## config.mk

```make
export PLATFORM = sky130hd
export DESIGN_NAME = fault_status_two_reg
export DESIGN_NICKNAME = d
export VERILOG_FILES = /design/src/inc/fault_status_two_pkg.sv /design/src/design/fault_status_two_reg.sv
export SDC_FILE = /design/constraint.sdc
export NUM_CORES = 1
export LEC_CHECK = 0
export ABC_AREA = 1
export BUFFER_PORTS_ARGS = -buffer_cell sky130_fd_sc_hd__buf_4
export CAP_MARGIN = 20
export CORE_UTILIZATION = 48
export DETAILED_ROUTE_END_ITERATION = 12
export GPL_ROUTABILITY_DRIVEN = 0
export HOLD_SLACK_MARGIN = 0.12
export MAX_ROUTING_LAYER = met4
export PLACE_DENSITY = 0.84
export SLEW_MARGIN = 5
export SYNTH_ARGS = -nofsm -noshare
export SYNTH_HDL_FRONTEND = slang
export SYNTH_SLANG_ARGS = --single-unit
```

## constraint.sdc

```tcl
create_clock -name i_clk_sys -period 1 [get_ports i_clk_sys]
set_input_delay 0.05 -clock i_clk_sys [delete_from_list [all_inputs] [get_ports i_clk_sys]]
set_output_delay 0.05 -clock i_clk_sys [all_outputs]
set_load 0.05 [all_outputs]
```

## src/inc/fault_status_two_pkg.sv

```systemverilog
// Package: offsets, field positions and types of the fault status two register
package fault_status_two_pkg;
   localparam int ADDR_W = 8;
   localparam int DATA_W = 16;
   localparam logic [ADDR_W-1:0] FAULT_STATUS_TWO_OFS = 8'h06;
   localparam logic [ADDR_W-1:0] IRQ_MASK_OFS = 8'h40;
   localparam logic [DATA_W-1:0] FAULT_STATUS_TWO_RST = 16'h0000;
   localparam logic [DATA_W-1:0] IRQ_MASK_RST = 16'h0000;
   localparam int USER_BIT = 15;
   localparam int MUX_BIT = 14;
   localparam int AUXSUM_BIT = 13;
   localparam int TEMP_BIT = 12;
   localparam int SCANTO_BIT = 11;
   localparam int ZS_BIT = 3;
   localparam int FS_BIT = 2;
   localparam int OV_BIT = 1;
   localparam int UV_BIT = 0;
   localparam logic [DATA_W-1:0] IMPL_MASK = 16'hF80F;
   localparam logic [1:0] BAL_CODE_THERMAL = 2'h3;
   localparam logic [2:0] SCAN_CFG_A = 3'h1;
   localparam logic [2:0] SCAN_CFG_B = 3'h2;

   typedef struct packed {
      logic [ADDR_W-1:0] addr;
      logic [DATA_W-1:0] wdata;
      logic wr;
      logic rd;
   } reg_req_s;

   typedef struct packed {
      logic die_over_115c;
      logic supply_input_mux_fault;
      logic zero_scale_fail;
      logic full_scale_fail;
      logic acq_done;
      logic comp_ov_fail;
      logic comp_uv_fail;
      logic eos_done;
   } fault_events_s;
endpackage

```

## src/design/fault_status_two_reg.sv

```systemverilog
// Fault status two register bank with alert forwarding and interrupt
// Function
// - 16-bit register at 0x06; alerts bits 15-11, reserved 10-4, results 3-0.
// - User test alert set by writing one, cleared by writing zero, resets zero.
// - User test alert drives the o_user_alert_active output.
// - Supply mux fault sets only with flex pack enabled and reset alert cleared.
// - Write zero clears mux fault only when resolved; write one ignored.
// - Aux summary is OR of enabled aux alerts on analog-configured pins.
// - Aux summary is read-only, clears with the aux alert register.
// - Over-temperature alert sets above 115C; write zero clears only once cool, one ignored.
// - Over-temperature during balancing, while its alert is still clear, ends it, code 11, thermal-stop alert.
// - Scan timeout alert mirrors scan timeout flag of scan control register.
// - Scan timeout alert active only while scan timeout disable is zero.
// - Low four flags reset zero, readable, cleared by writing zero.
// - Self-test flags set on failure only while self-test enable active.
// - Comparator flags set on failure with scan config 001/010 and enable.
`timescale 1ns/1ps
module fault_status_two_reg
   import fault_status_two_pkg::*;
#(
   parameter int AUX_N = 6
) (
   input wire logic i_clk_sys,
   input wire logic i_rstn,
   input wire fault_status_two_pkg::reg_req_s i_req,
   output logic [fault_status_two_pkg::DATA_W-1:0] o_rdata,
   input wire fault_status_two_pkg::fault_events_s i_evt,
   input wire logic i_flex_pack_enable,
   input wire logic i_reset_occurred_alert,
   input wire logic [AUX_N-1:0] i_aux_protect_alert_bits,
   input wire logic [AUX_N-1:0] i_aux_analog_input,
   input wire logic i_scan_timeout_flag,
   input wire logic i_scan_timeout_disable,
   input wire logic i_converter_selftest_enable,
   input wire logic [2:0] i_scan_configuration,
   input wire logic i_comparator_accuracy_enable,
   input wire logic i_balancing_active,
   output logic o_balancing_stop,
   output logic [1:0] o_balancing_activity_code,
   output logic o_balancing_thermal_stop_alert,
   output logic o_user_alert_active,
   output logic o_irq
);
   import fault_status_two_pkg::*;

   // ==========================================
   // Input synchronisers
   logic [1:0] temp_sync;
   logic [1:0] mux_sync;
   always_ff @(posedge i_clk_sys or negedge i_rstn) begin
      if (!i_rstn) begin
         temp_sync <= 2'h0;
      end else begin
         temp_sync <= {temp_sync[0], i_evt.die_over_115c};
      end
   end
   always_ff @(posedge i_clk_sys or negedge i_rstn) begin
      if (!i_rstn) begin
         mux_sync <= 2'h0;
      end else begin
         mux_sync <= {mux_sync[0], i_evt.supply_input_mux_fault};
      end
   end
   wire temp_hot = temp_sync[1];
   wire mux_fault = mux_sync[1];

   // ==========================================
   // Decode
   wire sel_fs = (i_req.addr == FAULT_STATUS_TWO_OFS);
   wire sel_mask = (i_req.addr == IRQ_MASK_OFS);
   wire wr_fs = i_req.wr && sel_fs;
   wire wr_mask = i_req.wr && sel_mask;
   wire rd_fs = i_req.rd && sel_fs;
   wire [DATA_W-1:0] wd = i_req.wdata;

   // ==========================================
   // Flags
   logic user_alert, mux_alert, temp_alert;
   wire [3:0] low_alert;
   logic [DATA_W-1:0] irq_mask;
   logic [DATA_W-1:0] irq_stat;
   logic bal_stop, bal_tsa;
   logic [1:0] bal_code;

   wire mux_arm = i_flex_pack_enable && !i_reset_occurred_alert;
   wire mux_set = mux_arm && mux_fault;
   wire mux_clr = wr_fs && !wd[MUX_BIT] && !mux_fault;
   wire next_mux = !mux_arm ? 1'b0 : (mux_set ? 1'b1 : (mux_clr ? 1'b0 : mux_alert));
   wire temp_clr = wr_fs && !wd[TEMP_BIT];
   wire next_temp = temp_hot ? 1'b1 : (temp_clr ? 1'b0 : temp_alert);
   wire zs_set = i_evt.acq_done && i_converter_selftest_enable && i_evt.zero_scale_fail;
   wire fs_set = i_evt.acq_done && i_converter_selftest_enable && i_evt.full_scale_fail;
   wire cmp_en = i_comparator_accuracy_enable &&
                 ((i_scan_configuration == SCAN_CFG_A) || (i_scan_configuration == SCAN_CFG_B));
   wire ov_set = i_evt.eos_done && cmp_en && i_evt.comp_ov_fail;
   wire uv_set = i_evt.eos_done && cmp_en && i_evt.comp_uv_fail;
   wire [3:0] low_set = {zs_set, fs_set, ov_set, uv_set};
   wire [3:0] low_clr = ~wd[3:0] & {4{wr_fs}};
   wire zs_alert = low_alert[ZS_BIT];
   wire fs_alert = low_alert[FS_BIT];
   wire ov_alert = low_alert[OV_BIT];
   wire uv_alert = low_alert[UV_BIT];
   wire next_user = wr_fs ? wd[USER_BIT] : user_alert;

   // ==========================================
   // Diagnostic result flags, one per bit
   for (genvar b = 0; b < 4; b++) begin : g_low
      logic flag;
      wire next_flag = low_set[b] | (flag & !low_clr[b]);
      always_ff @(posedge i_clk_sys or negedge i_rstn) begin
         if (!i_rstn) begin
            flag <= 1'b0;
         end else begin
            flag <= next_flag;
         end
      end
      assign low_alert[b] = flag;
   end

   wire aux_sum = |(i_aux_protect_alert_bits & i_aux_analog_input);
   wire scan_to = i_scan_timeout_flag && !i_scan_timeout_disable;

   wire [DATA_W-1:0] fs_value;
   assign fs_value = {user_alert, mux_alert, aux_sum, temp_alert, scan_to,
                      7'h00, zs_alert, fs_alert, ov_alert, uv_alert};

   wire thermal_hit = temp_hot && !temp_alert && i_balancing_active;

   // ==========================================
   // Interrupt events: rising flags latch sticky status
   logic [DATA_W-1:0] fs_prev;
   wire [DATA_W-1:0] rise = fs_value & ~fs_prev & IMPL_MASK;
   wire [DATA_W-1:0] next_stat = rise | (rd_fs ? 16'h0000 : irq_stat);
   wire [DATA_W-1:0] next_mask = wr_mask ? (wd & IMPL_MASK) : irq_mask;
   wire [DATA_W-1:0] rd_value = sel_fs ? fs_value : (sel_mask ? irq_mask : 16'h0000);
   wire [DATA_W-1:0] next_rdata = i_req.rd ? rd_value : 16'h0000;

   // ==========================================
   // Alert flags
   always_ff @(posedge i_clk_sys or negedge i_rstn) begin
      if (!i_rstn) begin
         user_alert <= 1'b0;
         mux_alert <= 1'b0;
         temp_alert <= 1'b0;
      end else begin
         user_alert <= next_user;
         mux_alert <= next_mux;
         temp_alert <= next_temp;
      end
   end

   // ==========================================
   // Interrupt status and mask
   always_ff @(posedge i_clk_sys or negedge i_rstn) begin
      if (!i_rstn) begin
         irq_mask <= IRQ_MASK_RST;
         irq_stat <= FAULT_STATUS_TWO_RST;
         fs_prev <= FAULT_STATUS_TWO_RST;
      end else begin
         irq_mask <= next_mask;
         irq_stat <= next_stat;
         fs_prev <= fs_value;
      end
   end

   // ==========================================
   // Read data, zero outside the answer cycle
   always_ff @(posedge i_clk_sys or negedge i_rstn) begin
      if (!i_rstn) begin
         o_rdata <= 16'h0000;
      end else begin
         o_rdata <= next_rdata;
      end
   end

   // ==========================================
   // Balancing termination on thermal alert
   always_ff @(posedge i_clk_sys or negedge i_rstn) begin
      if (!i_rstn) begin
         bal_stop <= 1'b0;
         bal_code <= 2'h0;
         bal_tsa <= 1'b0;
      end else begin
         bal_stop <= thermal_hit;
         bal_code <= thermal_hit ? BAL_CODE_THERMAL : bal_code;
         bal_tsa <= thermal_hit | bal_tsa;
      end
   end

   assign o_balancing_stop = bal_stop;
   assign o_balancing_activity_code = bal_code;
   assign o_balancing_thermal_stop_alert = bal_tsa;
   assign o_user_alert_active = user_alert;
   assign o_irq = |(irq_stat & irq_mask);

   // ==========================================
   // Assertions
   user_write_a: assert property (@(posedge i_clk_sys) disable iff (!i_rstn)
      wr_fs |=> (user_alert == $past(wd[USER_BIT])))
      else $error("user alert does not follow write");
   user_fwd_a: assert property (@(posedge i_clk_sys) disable iff (!i_rstn)
      (wr_fs && wd[USER_BIT]) |=> o_user_alert_active)
      else $error("user alert not forwarded");
   user_clear_a: assert property (@(posedge i_clk_sys) disable iff (!i_rstn)
      (wr_fs && !wd[USER_BIT]) |=> !o_user_alert_active)
      else $error("user alert not cleared by write zero");
   user_keep_a: assert property (@(posedge i_clk_sys) disable iff (!i_rstn)
      !wr_fs |=> $stable(user_alert))
      else $error("user alert changed without write");
   mux_gate_a: assert property (@(posedge i_clk_sys) disable iff (!i_rstn)
      !mux_arm |=> !mux_alert)
      else $error("mux fault set while not armed");
   mux_set_a: assert property (@(posedge i_clk_sys) disable iff (!i_rstn)
      mux_set |=> mux_alert)
      else $error("armed mux fault not latched");
   mux_hold_a: assert property (@(posedge i_clk_sys) disable iff (!i_rstn)
      (mux_alert && mux_fault && mux_arm) |=> mux_alert)
      else $error("unresolved mux fault cleared");
   mux_clear_a: assert property (@(posedge i_clk_sys) disable iff (!i_rstn)
      (mux_arm && wr_fs && !wd[MUX_BIT] && !mux_fault) |=> !mux_alert)
      else $error("resolved mux fault not cleared");
   mux_one_a: assert property (@(posedge i_clk_sys) disable iff (!i_rstn)
      (mux_alert && mux_arm && !(wr_fs && !wd[MUX_BIT])) |=> mux_alert)
      else $error("mux fault cleared without write zero");
   temp_set_a: assert property (@(posedge i_clk_sys) disable iff (!i_rstn)
      temp_hot |=> temp_alert)
      else $error("over-temperature not latched");
   temp_one_a: assert property (@(posedge i_clk_sys) disable iff (!i_rstn)
      (temp_alert && wr_fs && wd[TEMP_BIT]) |=> temp_alert)
      else $error("write one cleared over-temperature");
   temp_clear_a: assert property (@(posedge i_clk_sys) disable iff (!i_rstn)
      (wr_fs && !wd[TEMP_BIT] && !temp_hot) |=> !temp_alert)
      else $error("over-temperature not cleared by write zero");
   temp_quiet_a: assert property (@(posedge i_clk_sys) disable iff (!i_rstn)
      (!temp_alert && !temp_hot) |=> !temp_alert)
      else $error("over-temperature set while cool");
   thermal_stop_a: assert property (@(posedge i_clk_sys) disable iff (!i_rstn)
      thermal_hit |=> (o_balancing_stop && o_balancing_activity_code == 2'h3))
      else $error("balancing not ended on thermal alert");
   thermal_flag_a: assert property (@(posedge i_clk_sys) disable iff (!i_rstn)
      thermal_hit |=> o_balancing_thermal_stop_alert)
      else $error("thermal stop alert not set");
   stop_pulse_a: assert property (@(posedge i_clk_sys) disable iff (!i_rstn)
      o_balancing_stop |=> !o_balancing_stop)
      else $error("balancing stop longer than one cycle");
   stop_cause_a: assert property (@(posedge i_clk_sys) disable iff (!i_rstn)
      !thermal_hit |=> !o_balancing_stop)
      else $error("balancing stop without thermal alert");
   scan_mirror_a: assert property (@(posedge i_clk_sys) disable iff (!i_rstn)
      fs_value[SCANTO_BIT] == (i_scan_timeout_flag && !i_scan_timeout_disable))
      else $error("scan timeout mirror wrong");
   aux_sum_a: assert property (@(posedge i_clk_sys) disable iff (!i_rstn)
      fs_value[AUXSUM_BIT] == |(i_aux_protect_alert_bits & i_aux_analog_input))
      else $error("aux summary wrong");

   // ==========================================
   // Assertions: diagnostic flags
   low_clear_a: assert property (@(posedge i_clk_sys) disable iff (!i_rstn)
      (wr_fs && !wd[ZS_BIT] && !zs_set) |=> !zs_alert)
      else $error("zero-scale flag not cleared");
   uv_clear_a: assert property (@(posedge i_clk_sys) disable iff (!i_rstn)
      (wr_fs && !wd[UV_BIT] && !uv_set) |=> !uv_alert)
      else $error("undervoltage flag not cleared");
   low_keep_a: assert property (@(posedge i_clk_sys) disable iff (!i_rstn)
      (ov_alert && !(wr_fs && !wd[OV_BIT])) |=> ov_alert)
      else $error("overvoltage flag lost without write zero");
   selftest_gate_a: assert property (@(posedge i_clk_sys) disable iff (!i_rstn)
      (!i_converter_selftest_enable && !zs_alert) |=> !zs_alert)
      else $error("self-test flag set while disabled");
   fs_gate_a: assert property (@(posedge i_clk_sys) disable iff (!i_rstn)
      (!i_converter_selftest_enable && !fs_alert) |=> !fs_alert)
      else $error("full-scale flag set while disabled");
   selftest_set_a: assert property (@(posedge i_clk_sys) disable iff (!i_rstn)
      zs_set |=> zs_alert)
      else $error("zero-scale failure not latched");
   full_scale_a: assert property (@(posedge i_clk_sys) disable iff (!i_rstn)
      fs_set |=> fs_alert)
      else $error("full-scale failure not latched");
   comp_gate_a: assert property (@(posedge i_clk_sys) disable iff (!i_rstn)
      (!cmp_en && !ov_alert) |=> !ov_alert)
      else $error("comparator flag set while disabled");
   uv_gate_a: assert property (@(posedge i_clk_sys) disable iff (!i_rstn)
      (!cmp_en && !uv_alert) |=> !uv_alert)
      else $error("undervoltage flag set while disabled");
   comp_set_a: assert property (@(posedge i_clk_sys) disable iff (!i_rstn)
      ov_set |=> ov_alert)
      else $error("overvoltage failure not latched");
   uv_set_a: assert property (@(posedge i_clk_sys) disable iff (!i_rstn)
      uv_set |=> uv_alert)
      else $error("undervoltage failure not latched");

   // ==========================================
   // Assertions: bus and interrupt
   reserved_zero_a: assert property (@(posedge i_clk_sys) disable iff (!i_rstn)
      $past(rd_fs) |-> (o_rdata[10:4] == 7'h00))
      else $error("reserved bits not zero");
   read_data_a: assert property (@(posedge i_clk_sys) disable iff (!i_rstn)
      rd_fs |=> (o_rdata == $past(fs_value)))
      else $error("read data differs from status");
   read_idle_a: assert property (@(posedge i_clk_sys) disable iff (!i_rstn)
      !i_req.rd |=> (o_rdata == 16'h0000))
      else $error("read data not zero outside answer");
   mask_write_a: assert property (@(posedge i_clk_sys) disable iff (!i_rstn)
      wr_mask |=> (irq_mask == ($past(wd) & IMPL_MASK)))
      else $error("mask write lost");
   irq_clear_a: assert property (@(posedge i_clk_sys) disable iff (!i_rstn)
      (rd_fs && (rise == 16'h0000)) |=> (irq_stat == 16'h0000))
      else $error("status read did not clear events");
   irq_set_a: assert property (@(posedge i_clk_sys) disable iff (!i_rstn)
      (rise != 16'h0000) |=> ((irq_stat & $past(rise)) == $past(rise)))
      else $error("rising flag not latched as event");
endmodule

```

==> key figures <==
Outcome
  • Status: finished with violations
  • Failing checks: negative setup slack

Floorplan
  • Die width: ~67 um
  • I/O pin count: 80
  • Die height: ~67 um
  • Die area: 0.00449 sq mm
  • Core Box Area: 0.00403 sq mm
  • Row cnt: 23
  • Initial Utilization: roughly half

Placement
  • Place WS: -94.8 ps
  • Post-DP HPWL: roughly 2900 um
  • IO buf count: 65
  • Placed Area: approximately 0.0026 sq mm

Min path
  • Worst hold path stage count: 5
  • Hold endpoint: fs_prev[13]$_DFF_PN0_
  • HP Start: i_aux_protect_alert_bits[0]
  • Hold Crit Class: input pin to flip-flop

Critical path
  • Crit path launch: irq_stat[0]$_DFF_PN0_
  • Worst Setup Start Kind: flip-flop
  • Crit path required time: about 950 ps
  • R2R setup slack: 90 ps
  • Slowest stage delay, CP: ~400 ps
  • Worst Path Arrival: roughly 1200 ps
  • WS Path Type: flip-flop to primary output
  • Slowest-stage cell, CP: dfrtp_1
  • R2R depth: 4
  • CP cell instances: nand2_1, nand3_2, nor2_1, nand4_1, buf_6
  • Reg2reg start: temp_alert$_DFFE_PN0P_
  • Worst Setup End Kind: primary output
  • Crit Path Max Fanout: 2
  • End of the worst register-to-register path: o_balancing_thermal_stop_alert$_DFF_PN0_

Timing
  • Pins Over Slew Limit: 0
  • Fin. Hold Viols: 0
  • Final setup vio count: 1
  • Final WS setup: -291 ps
  • Post-layout min period: 1290 ps
  • Achievable Freq: 0.774 GHz
  • Fin Clk Skew: 5.03 ps
  • RSZ-0062 raised after global routing: true
  • Tcrit/Tclk final: 129%

Detailed routing
  • DRT iter0 DRCs: 78
  • Via-to-Cell Ratio: 4.80
  • Residual DRC: 0
  • DR vias: 1,733
  • Drt total wl: 4860 um
  • ANT nets after route: 0
  • Routed len/inst: 13.5 um
  • First-pass DRT Iterations: 4

CTS
  • CTS tree: done
  • Htree depth: 2
  • Num CTS Buffers: 5
  • Worst-Skew Late Latency: 300 ps
  • Max Root-Sink Buffers: 2
  • Clk root buf: clkbuf_8
  • Clock slew at reported path FFs: roughly 90 ps
  • # clock sinks: 50

Power and ir drop
  • Pleak: 0.00166 uW
  • Peak VDD IR: around 0.00084 V
  • Pwr dens: 1340 mW/mm^2

Yosys
  • Post-Syn Instances: 197
  • Syn Std Cell Area: 0.00203 sq mm
  • Seq/Total Area, Yosys: 61.7%
  • Post-synth top area share: 61.7%
  • Cell taking the most area after synthesis: dfrtp_1
  • Library cells used by synthesis: 20
  • Synth area leaders: dfrtp_1 62%, nand2_1 7.6%, o21ai_0 5.7%
  • Syn Area/Cell: between 10 and 15 sq um
  • Post-synthesis register bit count: 50
  • Yosys warns: 0

Global routing
  • First-pass GRT wire length: between 7000 and 8000 um
  • All-layer global routing usage: 24.7%
  • Total grt overflow: 0
  • Pin count of the biggest net entering global routing: 27
  • Antenna violations before repair: 0
  • Number of global-route vias before repair: 1,818

Cells and area
  • Net count, final: about 370
  • Most common cell after layout, fill and taps aside: buf_4
  • Ratio of cells with drive above 1 in the final layout: roughly a third
  • P&R area growth vs syn: 53.9%
  • Post-route cell area: 0.00312 sq mm
  • Commonest cells after routing, fill and taps aside: 70 x buf_4, 47 x dfrtp_1, 39 x nand2_1
  • Ant diodes: 0
  • FILL cells: 254

Job
  • Number of max-cap violations: 0
## sequential cells by signal, summed over array words and instances, names as in the netlist
name	cells
fs_alert	1
o_balancing_thermal_stop_alert	1
o_user_alert_active	1
irq_stat	9
temp_alert	1
fs_prev	9
mux_sync	2
o_balancing_activity_code	1
irq_mask	9
g_low.flag	3
temp_sync	2
o_balancing_stop	1
o_rdata	9
mux_alert	1
## cells in the mapped netlist
library cell and n:
nor2_2 3, nand3_1 6, nor2_4 2, inv_1 29
o21ai_0 23, buf_4 8, or2_2 2, nand2_1 41
a21oi_1 2, conb_1 1, buf_6 2, o21ai_1 1
nor2_1 8, xor2_1 1, nand2_2 3, dfrtp_1 50
o21bai_1 1, nand2_4 1, o22ai_2 9, nand4_1 4
## power by group
part / internal [uW] / switching [uW] / total [uW]
Combinational: 307 / 300 / 607
Sequential: 2130 / 53.4 / 2180
Clock: 744 / 657 / 1400
Total: 3180 / 1010 / 4190
## worst max-delay path, delay by kind of cell (launching register included)
kind | cells | cell delay, ps
AND/OR/NAND/NOR | 4 | 370
flip-flops | 1 | 400
buffers and inverters | 1 | 170
## metrics by stage
step                      hold WS [ps]  utilization [%]  total power, uW  setup TNS, ps  cells
final                             84.4             77.5             4190           -291    361
after global routing               142             77.5             4330           -357    361
after CTS                         97.0             76.3             4170           -283    358
after detailed placement         -20.8             64.0             2680           -850    312
after global placement           -26.3             64.0             2660          -80.7    312
after floorplan                   -246                -             2440          -90.0    203
## cell families (layout without fill, tap and decap cells)
family | after synthesis | count (layout) | share of synthesized area, %
AND/OR/NAND/NOR | 70 | 70 | 15.9
flip-flops | 50 | 50 | 61.7
buffers and inverters | 39 | 147 | 9.44
XOR/XNOR | 1 | 1 | 0.432
other | 1 | 7 | 0.185
AO/OA/AOI/OAI | 36 | 36 | 12.3
## cell type report
type,instances,area (sq um),area share (%)
flip-flops and latches,50,1250,40.2
repair buffers,110,955,30.6
multi-input cells,114,626,20.0
inverters,29,109,3.49
clock buffers,5,68.8,2.21
well taps,50,62.6,2.00
clock inverters,3,45.0,1.44
## routing by layer
metal	track usage (%)	routed length, um	up-vias
met3	4.45	226	7
met5	-	0	-
met1	25.1	1740	824
met4	8.78	62	0
li1	-	-	832
met2	46.5	2830	70
## worst max path at each step
stage	to	slack (ps)	depth (start not counted)
2_1_floorplan	o_irq	-90	4
3_3_place_gp	g_low[0].flag$_DFF_PN0_	-30	7
3_5_place_dp	g_low[1].flag$_DFF_PN0_	-90	7
4_1_cts	o_irq	-280	5
5_1_grt	o_irq	-360	5
6_report	o_irq	-290	5
## timing repair
item / 4_1_cts / 5_1_grt
endpoints found under the hold margin: 76 / 0
pin swaps: 3 / 10
setup endpoints to repair: 1 / 4
setup buffers: 1 / 4
gates resized for setup: 1 / 9
hold buffers: 37 / 0
Power figures use the tool's default switching activity.
